$ cat src/shared/asp_pkg.sv
// constants, field layouts and state types of the converter serial port
// assumes one 20 MHz system clock; all pins arrive asynchronously
package asp_pkg;

  // ==========================================================
  // word and timing
  localparam int WORD_BITS = 16;
  localparam logic [3:0] MSB_IDX = 4'hf;
  localparam int CLK_PERIOD_NS = 50;
  // master clock cycles from start to finished word
  localparam logic [11:0] BEGIN_SAMPLING_MCLKS = 12'h658;
  // flag goes high this many master cycles before the update
  localparam logic [11:0] READY_LEAD = 12'h002;
  localparam logic [11:0] FLAG_AT = BEGIN_SAMPLING_MCLKS - READY_LEAD;
  // self-calibration length in master cycles
  localparam logic [11:0] CAL_MCLKS = 12'hcb0;
  // no master edge for this long means the clock has stopped
  localparam int LOSS_TIME_NS = 100000;
  localparam logic [11:0] LOSS_CYCLES =
    12'(LOSS_TIME_NS / CLK_PERIOD_NS);

  // ==========================================================
  // synchroniser lanes
  localparam int SY_W = 6;
  localparam int SY_MCLK = 0;
  localparam int SY_BEGIN = 1;
  localparam int SY_CAL = 2;
  localparam int SY_POL = 3;
  localparam int SY_SEL = 4;
  localparam int SY_SCLK = 5;
  // select idles inactive high out of reset
  localparam logic [SY_W-1:0] SYNC_RESET = 6'h10;

  // ==========================================================
  // register map (byte addresses)
  localparam logic [7:0] ADDR_CONTROL = 8'h00;
  localparam logic [7:0] ADDR_STATUS = 8'h04;
  localparam logic [7:0] ADDR_MASK = 8'h08;
  localparam logic [7:0] ADDR_STATE = 8'h0c;
  localparam logic [7:0] ADDR_WORD = 8'h10;
  localparam int CTRL_EN_BIT = 0;
  localparam logic CTRL_EN_RESET = 1'b1;

  // event bits, shared by status and mask
  localparam int EV_W = 5;
  localparam int EV_LOADED = 0;
  localparam int EV_DROPPED = 1;
  localparam int EV_CAL_DONE = 2;
  localparam int EV_CLK_LOST = 3;
  localparam int EV_READOUT = 4;

  // ==========================================================
  // types
  typedef enum logic [1:0] {
    ASP_IDLE,
    ASP_CONVERT,
    ASP_CALIBRATE
  } asp_phase_t;

  typedef struct packed {
    logic [SY_W-1:0] s1;
    logic [SY_W-1:0] s2;
    logic [SY_W-1:0] s3;
    asp_phase_t phase;
    logic [11:0] mcount;
    logic [11:0] idle_cnt;
    logic low_power;
    logic calibrated;
    logic bipolar;
    logic enable;
    logic [WORD_BITS-1:0] port_word;
    logic [WORD_BITS-1:0] last_word;
    logic port_full;
    logic sending;
    logic armed;
    logic [3:0] bit_idx;
    logic ready_n;
    logic sdo;
    logic sdo_en_n;
    logic [EV_W-1:0] status;
    logic [EV_W-1:0] mask;
    logic [EV_W-1:0] snap;
    logic pready;
    logic pslverr;
    logic [31:0] prdata;
    logic irq;
  } asp_state_t;

endpackage : asp_pkg

$ cat src/core/asp_serial_port.sv
// control and serial readout of a delta-sigma converter
// assumes pins are asynchronous to clock and sampled here;
// the filter result comes from logic on the same clock
//
// Operation
// - word ready 1624 master cycles after start
// - flag high two master cycles before update
// - load only if port empty or unselected
// - flag low whenever a word is loaded
// - select low drives out msb at once
// - first rise arms, falls shift msb first
// - falling edge before arming is ignored
// - fall on lsb: tristate, flag high, empty
// - output tristate whenever not transmitting
// - unselected flag rises before next word
// - convert rise with calibrate high calibrates
// - convert rise with calibrate low converts once
// - convert held high converts back to back
// - polarity high bipolar, low unipolar
// - stopped master clock enters reduced power
// - straight binary unipolar, offset binary bipolar
//
// The register offsets and the APB slave port are this design's own decisions.
`timescale 1ns/10ps

module asp_serial_port (
  input wire logic clock,
  input wire logic rst_n,
  // apb slave
  input wire logic psel,
  input wire logic penable,
  input wire logic pwrite,
  input wire logic [7:0] paddr,
  input wire logic [31:0] pwdata,
  output logic [31:0] prdata,
  output logic pready,
  output logic pslverr,
  output logic irq,
  // device pins
  input wire logic master_clock_in,
  input wire logic begin_sampling,
  input wire logic cal_select,
  input wire logic polarity_select,
  input wire logic port_select_n,
  input wire logic shift_clock,
  output logic word_ready_flag_n,
  output logic serial_out,
  output logic serial_out_en_n,
  // filter and modulator side
  input wire logic [15:0] filter_result,
  output logic modulator_run,
  output logic cal_active,
  output logic bipolar_mode,
  output logic low_power
);

  // ==========================================================
  // state
  asp_pkg::asp_state_t st_reg;
  asp_pkg::asp_state_t st_next;
  logic mclk_tick;
  logic begin_rise;
  logic sclk_rise;
  logic sclk_fall;
  logic sel_active;
  logic apb_access;
  logic addr_hit;
  logic [15:0] coded_word;
  logic [31:0] read_value;

  // ==========================================================
  // output coding
  // output coding
  // the filter hands over two's complement; unipolar results
  // below zero clip to code zero, so negative overrange is lost
  function automatic logic [15:0] code_word(
    input logic [15:0] raw,
    input logic bip
  );
    logic [15:0] w;
    w = 16'h0000;
    if (bip) begin
      w = {~raw[15], raw[14:0]};
    end else if (raw[15]) begin
      w = 16'h0000;
    end else begin
      w = {raw[14:0], 1'b0};
    end
    return w;
  endfunction : code_word

  // ==========================================================
  // edges of synchronised pins
  // only the second and third stages are looked at here
  assign mclk_tick = st_reg.s2[asp_pkg::SY_MCLK] &
    ~st_reg.s3[asp_pkg::SY_MCLK];
  assign begin_rise = st_reg.s2[asp_pkg::SY_BEGIN] &
    ~st_reg.s3[asp_pkg::SY_BEGIN];
  assign sclk_rise = st_reg.s2[asp_pkg::SY_SCLK] &
    ~st_reg.s3[asp_pkg::SY_SCLK];
  assign sclk_fall = ~st_reg.s2[asp_pkg::SY_SCLK] &
    st_reg.s3[asp_pkg::SY_SCLK];
  assign sel_active = ~st_reg.s2[asp_pkg::SY_SEL];
  assign coded_word = code_word(filter_result, st_reg.bipolar);

  // ==========================================================
  // register decode
  assign apb_access = psel & penable;
  assign addr_hit = (paddr == asp_pkg::ADDR_CONTROL) |
    (paddr == asp_pkg::ADDR_STATUS) |
    (paddr == asp_pkg::ADDR_MASK) |
    (paddr == asp_pkg::ADDR_STATE) |
    (paddr == asp_pkg::ADDR_WORD);

  // read mux; unmapped offsets read as zero
  always_comb begin
    read_value = 32'h0000_0000;
    case (paddr)
      asp_pkg::ADDR_CONTROL: begin
        read_value = {31'h0000_0000, st_reg.enable};
      end
      asp_pkg::ADDR_STATUS: begin
        read_value = {27'h000_0000, st_reg.status};
      end
      asp_pkg::ADDR_MASK: begin
        read_value = {27'h000_0000, st_reg.mask};
      end
      asp_pkg::ADDR_STATE: begin
        read_value = {24'h00_0000, st_reg.low_power,
          st_reg.calibrated, st_reg.bipolar, st_reg.port_full,
          st_reg.sending, st_reg.ready_n, st_reg.phase};
      end
      asp_pkg::ADDR_WORD: begin
        read_value = {16'h0000, st_reg.last_word};
      end
      default: begin
        read_value = 32'h0000_0000;
      end
    endcase
  end

  // ==========================================================
  // next state
  always_comb begin
    logic [asp_pkg::EV_W-1:0] ev;
    logic [11:0] cnt_inc;
    ev = '0;
    st_next = st_reg;
    cnt_inc = 12'(st_reg.mcount + 12'h001);

    // two-stage synchronisers plus an edge history stage
    st_next.s1 = {shift_clock, port_select_n, polarity_select,
      cal_select, begin_sampling, master_clock_in};
    st_next.s2 = st_reg.s1;
    st_next.s3 = st_reg.s2;

    // clock loss watchdog
    // the counter only restarts on a master edge, so a stalled
    // crystal freezes the conversion where it stood
    if (mclk_tick) begin
      st_next.idle_cnt = 12'h000;
      st_next.low_power = 1'b0;
    end else if (st_reg.idle_cnt != asp_pkg::LOSS_CYCLES) begin
      st_next.idle_cnt = 12'(st_reg.idle_cnt + 12'h001);
    end else if (!st_reg.low_power) begin
      st_next.low_power = 1'b1;
      ev[asp_pkg::EV_CLK_LOST] = 1'b1;
    end

    // ------------------------------------------------------
    // serial port
    if (!sel_active) begin
      // idle tristate
      // deselect mid-word keeps the word; the next select
      // restarts it from the top bit
      st_next.sending = 1'b0;
      st_next.armed = 1'b0;
      st_next.bit_idx = asp_pkg::MSB_IDX;
      st_next.sdo_en_n = 1'b1;
    end else if (st_reg.port_full && !st_reg.sending) begin
      st_next.sending = 1'b1;
      st_next.armed = 1'b0;
      st_next.bit_idx = asp_pkg::MSB_IDX;
      st_next.sdo = st_reg.port_word[asp_pkg::MSB_IDX];
      st_next.sdo_en_n = 1'b0;
    end else if (st_reg.sending) begin
      if (sclk_rise) begin
        st_next.armed = 1'b1;
      end
      if (sclk_fall && st_reg.armed) begin
        if (st_reg.bit_idx == 4'h0) begin
          st_next.sending = 1'b0;
          st_next.armed = 1'b0;
          st_next.sdo_en_n = 1'b1;
          st_next.ready_n = 1'b1;
          st_next.port_full = 1'b0;
          ev[asp_pkg::EV_READOUT] = 1'b1;
        end else begin
          st_next.bit_idx = 4'(st_reg.bit_idx - 4'h1);
          st_next.sdo = st_reg.port_word[
            4'(st_reg.bit_idx - 4'h1)];
        end
      end
    end

    // ------------------------------------------------------
    // conversion sequencer, stepped by master clock edges
    case (st_reg.phase)
      asp_pkg::ASP_IDLE: begin
        if (begin_rise && st_reg.enable) begin
          st_next.mcount = 12'h000;
          st_next.bipolar = st_reg.s2[asp_pkg::SY_POL];
          if (st_reg.s2[asp_pkg::SY_CAL]) begin
            st_next.phase = asp_pkg::ASP_CALIBRATE;
          end else begin
            st_next.phase = asp_pkg::ASP_CONVERT;
          end
        end
      end
      asp_pkg::ASP_CONVERT: begin
        if (mclk_tick) begin
          st_next.mcount = cnt_inc;
          if (cnt_inc == asp_pkg::FLAG_AT) begin
            st_next.ready_n = 1'b1;
          end
          if (cnt_inc == asp_pkg::BEGIN_SAMPLING_MCLKS) begin
            if (!st_next.port_full || !sel_active) begin
              st_next.port_word = coded_word;
              st_next.last_word = coded_word;
              st_next.port_full = 1'b1;
              st_next.sending = 1'b0;
              st_next.armed = 1'b0;
              st_next.bit_idx = asp_pkg::MSB_IDX;
              st_next.ready_n = 1'b0;
              ev[asp_pkg::EV_LOADED] = 1'b1;
            end else begin
              ev[asp_pkg::EV_DROPPED] = 1'b1;
            end
            st_next.mcount = 12'h000;
            if (st_reg.s2[asp_pkg::SY_BEGIN] &&
                !st_reg.s2[asp_pkg::SY_CAL] && st_reg.enable) begin
              st_next.phase = asp_pkg::ASP_CONVERT;
              st_next.bipolar = st_reg.s2[asp_pkg::SY_POL];
            end else begin
              st_next.phase = asp_pkg::ASP_IDLE;
            end
          end
        end
      end
      asp_pkg::ASP_CALIBRATE: begin
        if (mclk_tick) begin
          st_next.mcount = cnt_inc;
          if (cnt_inc == asp_pkg::CAL_MCLKS) begin
            st_next.mcount = 12'h000;
            st_next.calibrated = 1'b1;
            st_next.phase = asp_pkg::ASP_IDLE;
            ev[asp_pkg::EV_CAL_DONE] = 1'b1;
          end
        end
      end
      default: begin
        st_next.phase = asp_pkg::ASP_IDLE;
      end
    endcase

    // ------------------------------------------------------
    // apb slave: one wait state, then pready for one cycle
    if (apb_access && !st_reg.pready) begin
      st_next.pready = 1'b1;
      st_next.pslverr = ~addr_hit;
      st_next.prdata = read_value;
      // remember exactly what software is about to see
      st_next.snap = (paddr == asp_pkg::ADDR_STATUS && !pwrite) ?
        st_reg.status : '0;
    end else if (apb_access && st_reg.pready) begin
      // transfer completes at this edge
      st_next.pready = 1'b0;
      st_next.pslverr = 1'b0;
      if (pwrite && paddr == asp_pkg::ADDR_CONTROL) begin
        st_next.enable = pwdata[asp_pkg::CTRL_EN_BIT];
      end
      if (pwrite && paddr == asp_pkg::ADDR_MASK) begin
        st_next.mask = pwdata[asp_pkg::EV_W-1:0];
      end
      // read clears only the bits that were reported
      st_next.status = st_reg.status & ~st_reg.snap;
      st_next.snap = '0;
    end else begin
      st_next.pready = 1'b0;
      st_next.pslverr = 1'b0;
    end

    // new events win over a clear in the same cycle
    st_next.status = st_next.status | ev;
    st_next.irq = |(st_next.status & st_next.mask);
  end

  // ==========================================================
  // state register
  always_ff @(posedge clock or negedge rst_n) begin
    if (!rst_n) begin
      st_reg <= '0;
      st_reg.s1 <= asp_pkg::SYNC_RESET;
      st_reg.s2 <= asp_pkg::SYNC_RESET;
      st_reg.s3 <= asp_pkg::SYNC_RESET;
      st_reg.phase <= asp_pkg::ASP_IDLE;
      st_reg.enable <= asp_pkg::CTRL_EN_RESET;
      st_reg.bit_idx <= asp_pkg::MSB_IDX;
      st_reg.ready_n <= 1'b1;
      st_reg.sdo_en_n <= 1'b1;
    end else begin
      st_reg <= st_next;
    end
  end

  // ==========================================================
  // outputs, all taken from the state register
  assign prdata = st_reg.prdata;
  assign pready = st_reg.pready;
  assign pslverr = st_reg.pslverr;
  assign irq = st_reg.irq;
  assign word_ready_flag_n = st_reg.ready_n;
  assign serial_out = st_reg.sdo;
  assign serial_out_en_n = st_reg.sdo_en_n;
  assign modulator_run = (st_reg.phase != asp_pkg::ASP_IDLE);
  assign cal_active = (st_reg.phase == asp_pkg::ASP_CALIBRATE);
  assign bipolar_mode = st_reg.bipolar;
  assign low_power = st_reg.low_power;

endmodule : asp_serial_port

$ cat config.mk
export PLATFORM = sky130hd
export DESIGN_NAME = asp_serial_port
export DESIGN_NICKNAME = d
export VERILOG_FILES = /design/src/shared/asp_pkg.sv /design/src/core/asp_serial_port.sv
export SDC_FILE = /design/constraint.sdc
export NUM_CORES = 1
export LEC_CHECK = 0
export ABC_AREA = 1
export ABC_CLOCK_PERIOD_IN_PS = 5600
export BUFFER_PORTS_ARGS = -buffer_cell sky130_fd_sc_hd__buf_4
export CAP_MARGIN = 10
export CELL_PAD_IN_SITES_DETAIL_PLACEMENT = 1
export CELL_PAD_IN_SITES_GLOBAL_PLACEMENT = 2
export CORE_MARGIN = 3
export CORE_UTILIZATION = 36
export CTS_BUF_LIST = sky130_fd_sc_hd__clkbuf_8
export CTS_CLUSTER_SIZE = 14
export DETAILED_ROUTE_END_ITERATION = 8
export GPL_ROUTABILITY_DRIVEN = 0
export HOLD_SLACK_MARGIN = 0.12
export PLACE_DENSITY = 0.93
export SLEW_MARGIN = 10
export SYNTH_ARGS = -nofsm -noshare
export SYNTH_HDL_FRONTEND = slang
export SYNTH_SLANG_ARGS = --single-unit
export TNS_END_PERCENT = 10
$ cat constraint.sdc
create_clock -name clock -period 5.6 [get_ports clock]
set_input_delay 0 -clock clock [delete_from_list [all_inputs] [get_ports clock]]
set_output_delay 0 -clock clock [all_outputs]
set_load 0.01 [all_outputs]
==> results of run 1 <==
stage by stage:
stage | worst slack, ps | util [%] | cell area [µm²] | hold slack, ps
3_5_place_dp | 2739 | 40.88 | 6077 | 0.3326
6_report | 2729 | 45.40 | 6749 | 158.8
5_1_grt | 2448 | 45.40 | 6749 | 182.9
3_3_place_gp | 2841 | 40.88 | 6077 | -8.432
4_1_cts | 2711 | 45.40 | 6749 | 130.1
2_1_floorplan | 3560 | - | 5667 | -295.6
power by group:
part	switching [W]	leakage [nW]	internal [W]	total, W
Clock	0.000286	0.0996	0.000212	0.000498
Sequential	0.0000470	1.29	0.000800	0.000847
Combinational	0.000245	1.90	0.000167	0.000412
cells in the final DEF (no fill, tap or decap), types with 3 or more instances in the layout:
master	count
inv_1	108
nand2_2	7
ha_1	9
nor2_4	5
dfrtp_1	96
inv_2	4
dlygate4sd3_1	47
nand4_1	14
nand2_1	139
nand3_2	4
nor2_1	49
nor2_2	9
a21oi_1	28
o221ai_1	3
a21oi_2	9
clkbuf_8	9
dfstp_2	9
buf_4	68
conb_1	16
nand3_1	26
o22ai_1	18
o21ai_2	9
o31ai_1	9
nor3_1	10
o21ai_0	43
a31oi_1	3
layout make-up:
cell class	instances	area (µm²)	share of cell area, %
tap	184	230.2	3.411
clock inverter	7	77.57	1.149
inverter	113	424.2	6.285
multi-input combinational	432	2273	33.69
timing repair buffer	115	980.9	14.53
sequential	105	2639	39.10
clock buffer	9	123.9	1.835
routing by layer:
layer | track usage, % | wire [µm] | vias up
li1 | - | - | 2344
met1 | 25.10 | 7254 | 2423
met2 | 31.37 | 7480 | 93
met3 | 2.561 | 513 | 28
met4 | 6.413 | 365 | 0
met5 | 0 | 0 | -
path summary, 6_finish.rpt:
path | start | to | slack, ps | cells after the start
max | st_reg[108]$_DFFE_PN0P_ | st_reg[55]$_DFF_PN1_ | 2730 | 13
min | paddr[2] | st_reg[36]$_DFFE_PN0P_ | 160 | 5
min reg2reg | st_next[132]$_DFF_PN1_ | st_next[126]$_DFF_PN1_ | 360 | 0
max in group asynchronous | rst_n | st_reg[121]$_DFFE_PN0P_ | 3700 | 4
min in group asynchronous | rst_n | prdata[7]$_DFFE_PN0P_ | 640 | 3
max reg2reg | st_reg[108]$_DFFE_PN0P_ | st_reg[55]$_DFF_PN1_ | 2730 | 13
synth_stat cells, drive strengths merged, types with 2 or more instances:
cell type	n	share of area (%)
o21bai	2	0.33
nand3	30	3.0
dfrtp	96	43
o31ai	9	1.2
o211ai	2	0.27
inv	111	7.4
nor2	63	5.3
buf	37	5.2
xnor2	2	0.31
clkbuf	10	0.67
o21a	2	0.27
a21oi	37	3.9
o221ai	3	0.47
o22ai	18	2.0
nor3	10	0.89
o21ai	54	5.4
a31oi	3	0.33
nand2	147	10
clkinv	2	0.13
nand4	15	1.9
xor2	2	0.31
dfstp	9	4.2
ha	9	2.0
a221oi	2	0.31
worst min-delay path: stages:
cell and delay [ps]:
buf_4 130, nand4_1 90, inv_1 110, nand2_1 100
o21ai_0 80
cell families after synthesis:
kind of cell | synth area share [%]
AO/OA/AOI/OAI | 14.83
other | 0.06684
adder cells (fa/ha/maj) | 2.007
multiplexers | 0.1784
flip-flops | 47.03
XOR/XNOR | 0.6246
AND/OR/NAND/NOR | 21.81
buffers and inverters | 13.45
timing repair:
action,CTS,global route
endpoints found under the hold margin,72,0
resized for setup,0,0
hold buffers,47,0
==> results.sh, run 1 <==
export IMPL_endpoint_kind="register"
export IMPL_crit_chain="ha_1 > nand2_2 > nor2_4 > nand3_2 > nand2_2 > inv_2 > nor2_4 > nand3_2 > nor2_4 > nand4_4 > inv_1 > nor2_1 > nand3_1"
export IMPL_skew_ps=17.33
export IMPL_grt_pass1_wl_mm=25.41
export IMPL_wl_per_cell_um=16.18
export IMPL_crit_top_cell="nor2_4"
export IMPL_totalWireLength_mm=15.61
export IMPL_maxCapViolations=0
export IMPL_antenna_found_initial=0
export IMPL_die_w_um=130.8
export IMPL_hp_class="in -> reg"
export IMPL_worst_path_buf_inv=2
export IMPL_core_area_um2=14860
export IMPL_post_route_period_util_pct=51.26
export IMPL_grt_pass1_vias=5152
export IMPL_worst_path_largest_cell_delay_ps=510
export IMPL_firstDrtPassIters=4
export IMPL_dp_final_hpwl_mm=11.13
export IMPL_cpLargestDelayFamily="simple AND/OR/NAND/NOR gates"
export IMPL_hold_violations=0
export IMPL_netlist_cell_type_count=43
export IMPL_root_buffer="clkbuf_8"
export IMPL_synthCells=682
export IMPL_clkSinkCount=105
export IMPL_nets=852
export IMPL_start_util_pct=37.74
export IMPL_ys_seq_area_share_pct=47.03
export IMPL_dieArea_um2=17120
export IMPL_critPathKind="reg -> reg"
export IMPL_fill_cells=1800
export IMPL_post_cts_buffers=0
export IMPL_tns_ps=0
export IMPL_yosysWarnings=0
export IMPL_power_w=0.001757
export IMPL_synth_ff_type="dfrtp_1"
export IMPL_largest_register_ff_count=69
export IMPL_finalCriticalPeriod_ps=2871
export IMPL_drcViolationCount=0
export IMPL_cts_made_buffers=9
export IMPL_path_clk_slew_ps=110
export IMPL_rsz0062_at_grt="no"
export IMPL_placementRows=44
export IMPL_port_buffers=65
export IMPL_critPathRequiredTime_ps=5920
export IMPL_via_per_inst=5.065
export IMPL_clockBufferDepth=2
export IMPL_cp_slowest_cell="nand4_4"
export IMPL_relSlewSlack_pct=41.14
export IMPL_drv_slew=0
export IMPL_postSynthRegisterBits=105
export IMPL_synth_area_um2=5610
export IMPL_crit_fanout=31
export IMPL_clock_latency_ps=380
export IMPL_diodes=0
export IMPL_drt_iter0_markers=253
export IMPL_cts_tree="built"
export IMPL_synth_edf_count=0
export IMPL_worst_pin_slew_ps=882.9
export IMPL_async_flop_share_pct=100.0
export IMPL_via_count=4888
export IMPL_peakVddDrop_v=0.0001714
export IMPL_cp_data_arrival_time_ps=3190
export IMPL_synth_area_per_cell_um2=8.226
export IMPL_max_freq_mhz=348.4
export IMPL_pin_count=109
export IMPL_ant_nets=0
export IMPL_track_usage_pct=18.76
export IMPL_status="finished clean"
export IMPL_h_tree_depth=3
export IMPL_syn_to_final_growth_pct=20.29
export IMPL_total_leakage_power_nw=3.291
export IMPL_grt_max_degree=69
export IMPL_gr_total_overflow=0
export IMPL_dieHeight_um=130.8
export IMPL_power_density_nw_per_um2=260.4
export IMPL_drive_gt1_share_pct=18.44
export IMPL_dp_cells=902
export IMPL_startpoint_type="register"
export IMPL_finalNonFillerCells=965
export IMPL_setup_violations=0
Power figures use the tool's default switching activity.
==> run 2, diff against run 1 <==
--- a/config.mk
+++ b/config.mk
@@ -6,19 +6,19 @@
 export NUM_CORES = 1
 export LEC_CHECK = 0
 export ABC_AREA = 1
-export ABC_CLOCK_PERIOD_IN_PS = 5600
+export ABC_CLOCK_PERIOD_IN_PS = 2900
 export BUFFER_PORTS_ARGS = -buffer_cell sky130_fd_sc_hd__buf_4
 export CAP_MARGIN = 10
 export CELL_PAD_IN_SITES_DETAIL_PLACEMENT = 1
 export CELL_PAD_IN_SITES_GLOBAL_PLACEMENT = 2
 export CORE_MARGIN = 3
-export CORE_UTILIZATION = 36
+export CORE_UTILIZATION = 34
 export CTS_BUF_LIST = sky130_fd_sc_hd__clkbuf_8
 export CTS_CLUSTER_SIZE = 14
 export DETAILED_ROUTE_END_ITERATION = 8
 export GPL_ROUTABILITY_DRIVEN = 0
 export HOLD_SLACK_MARGIN = 0.12
-export PLACE_DENSITY = 0.93
+export PLACE_DENSITY = 0.89
 export SLEW_MARGIN = 10
 export SYNTH_ARGS = -nofsm -noshare
 export SYNTH_HDL_FRONTEND = slang
==> constraint.sdc (replaced) <==
create_clock -name clock -period 2.9 [get_ports clock]
set_input_delay 0 -clock clock [delete_from_list [all_inputs] [get_ports clock]]
set_output_delay 0 -clock clock [all_outputs]
set_load 0.01 [all_outputs]
==> run 2 against run 1 <==
Net effect:
- sequential cell count did not move
- critical endpoint is now st_reg[66]$_DFFE_PN0P_
- first-iteration DRC count fell by 20%
- largest power group unchanged
- via count fell by 1.7%
- combinational power rose by 94%
- cell count rose by 3.4%
==> results.sh, run 2 (synthesis gave the netlist of run 1 again) <==
export IMPL_final_common_cell="nand2_1"
export IMPL_drive_gt1_share_pct=18.93
export IMPL_clkSinkCount=105
export IMPL_die_w_um=134.5
export IMPL_hold_ws_ps=165.1
export IMPL_finalNonFillerCells=998
export IMPL_peakVddDrop_v=0.0003177
export IMPL_cts_tree="built"
export IMPL_r2r_setup_slack_ps=370
export IMPL_firstDrtPassIters=4
export IMPL_via_count=4804
export IMPL_syn_to_final_growth_pct=21.52
export IMPL_dp_cells=937
export IMPL_rr_endpoint="st_reg[66]$_DFFE_PN0P_"
export IMPL_crit_fanout=23
export IMPL_tns_ps=0
export IMPL_largest_register_ff_count=69
export IMPL_path_clk_slew_ps=110
export IMPL_cts_resized=0
export IMPL_seq_power_share_pct=48.0
export IMPL_cts_made_buffers=9
export IMPL_drt_iter0_markers=203
export IMPL_core_area_um2=16000
export IMPL_gr_total_overflow=0
export IMPL_total_leakage_power_nw=3.304
export IMPL_port_buffers=65
export IMPL_antenna_found_initial=0
export IMPL_diodes=0
export IMPL_setup_violations=0
export IMPL_critPathRequiredTime_ps=3190
export IMPL_wl_per_cell_um=15.49
export IMPL_ant_nets=0
export IMPL_rsz0062_at_grt="no"
export IMPL_drcViolationCount=0
export IMPL_crit_chain="ha_1 > nand2_2 > nor2_4 > nand3_2 > nand2_2 > inv_2 > nor2_4 > nand3_2 > nor2_4 > nand4_4 > buf_12 > nor2_1 > a21oi_1"
export IMPL_track_usage_pct=17.72
export IMPL_finalCriticalPeriod_ps=2533
export IMPL_grt_max_degree=58
export IMPL_start_util_pct=35.06
export IMPL_h_tree_depth=3
export IMPL_crit_top_cell="nor2_4"
export IMPL_min_from="paddr[3]"
export IMPL_power_w=0.003389
export IMPL_relSlewSlack_pct=49.62
export IMPL_worst_pin_slew_ps=753.5
export IMPL_dieArea_um2=18080
export IMPL_clock_latency_ps=390
export IMPL_setup_ws_ps=367.1
export IMPL_pin_count=109
export IMPL_critPathKind="reg -> reg"
export IMPL_clockBufferDepth=2
export IMPL_drv_slew=0
export IMPL_rr_startpoint="st_reg[108]$_DFFE_PN0P_"
export IMPL_holdPathStages=6
export IMPL_maxCapViolations=0
export IMPL_pre_cts_slack_ps=366.4
export IMPL_p_sw_w=0.001116
export IMPL_root_buffer="clkbuf_8"
export IMPL_cp_data_arrival_time_ps=2820
export IMPL_dp_final_hpwl_mm=11.17
export IMPL_post_route_period_util_pct=87.34
export IMPL_power_density_nw_per_um2=497.1
export IMPL_endpoint_kind="register"
export IMPL_via_per_inst=4.814
export IMPL_hp_class="in -> reg"
export IMPL_totalWireLength_mm=15.46
export IMPL_post_cts_buffers=0
export IMPL_skew_ps=13.80
export IMPL_comb_power_share_pct=23.6
export IMPL_grt_pass1_wl_mm=25.85
export IMPL_clockPowerShare_pct=28.3
export IMPL_hold_violations=0
export IMPL_whs_endpoint="st_reg[36]$_DFFE_PN0P_"
export IMPL_placementRows=46
export IMPL_cp_slowest_cell="dfrtp_1"
export IMPL_max_freq_mhz=394.8
export IMPL_switching_share_pct=32.93
export IMPL_reg2regPathDepth=13
export IMPL_dieHeight_um=134.5
export IMPL_nets=853
export IMPL_startpoint_type="register"
export IMPL_grt_pass1_vias=5200
export IMPL_status="finished clean"
export IMPL_worst_path_largest_cell_delay_ps=490
export IMPL_final_cell_mix="nand2_1 (139), inv_1 (107), dfrtp_1 (96), buf_4 (69), nor2_1 (49)"
export IMPL_fill_cells=1973
export IMPL_intPower_w=0.002273
## run 2: metal layers
metal  wire (µm)  vias to the layer above  part of all wire, %  GRT usage (%)
met1        7119                     2359                   46          22.73
met4         214                        0                  1.4          4.242
met5           0                        -                    0              0
li1            -                     2343                    -              -
met2        7532                       89                   49          30.31
met3         590                       13                  3.8          4.359
## run 2: power by group through the flow
stage	Clock, W	Combinational, W	Sequential [W]
final	0.000960	0.000801	0.00163
after CTS	0.000990	0.000798	0.00163
after floorplan	0	0.000467	0.00164
after detailed placement	0	0.000704	0.00166
after global placement	0	0.000672	0.00165
after global routing	0.00105	0.000900	0.00164
## run 2: worst max-delay path by stage
stage / startpoint / to / cells after the start
finish: st_reg[108]$_DFFE_PN0P_ / st_reg[66]$_DFFE_PN0P_ / 13
CTS: st_reg[108]$_DFFE_PN0P_ / st_reg[67]$_DFFE_PN0P_ / 11
detailed placement: st_reg[108]$_DFFE_PN0P_ / st_reg[67]$_DFFE_PN0P_ / 11
floorplan: st_reg[53]$_DFF_PN1_ / irq$_DFF_PN0_ / 12
global placement: st_reg[108]$_DFFE_PN0P_ / st_reg[69]$_DFFE_PN0P_ / 13
global route: st_reg[108]$_DFFE_PN0P_ / st_reg[71]$_DFFE_PN0P_ / 11
## run 2: critical path, delay by kind of cell (launching register included)
family / cells / cell delay (ps)
adder cells (fa/ha/maj): 1 / 360
AND/OR/NAND/NOR: 9 / 1230
AO/OA/AOI/OAI: 1 / 50
flip-flops: 1 / 490
buffers and inverters: 2 / 310
## run 2: layout make-up
type	count	area, µm²	share of cell area [%]
inverters	113	424.2	6.221
clock inverters	7	78.83	1.156
well taps	216	270.3	3.964
clock buffers	9	123.9	1.817
repair buffers	116	1008	14.79
flip-flops and latches	105	2639	38.70
multi-input cells	432	2273	33.35
## run 2: stage by stage
step	instance area [µm²]	util [%]
floorplan	5667	-
global placement	6165	38.53
detailed placement	6165	38.53
CTS	6818	42.61
global route	6818	42.61
finish	6818	42.61
## run 2: what timing repair did
action / in CTS / in global routing
hold endpoints to repair: 91 / 0
hold buffers: 45 / 0
setup endpoints to repair: 0 / 0
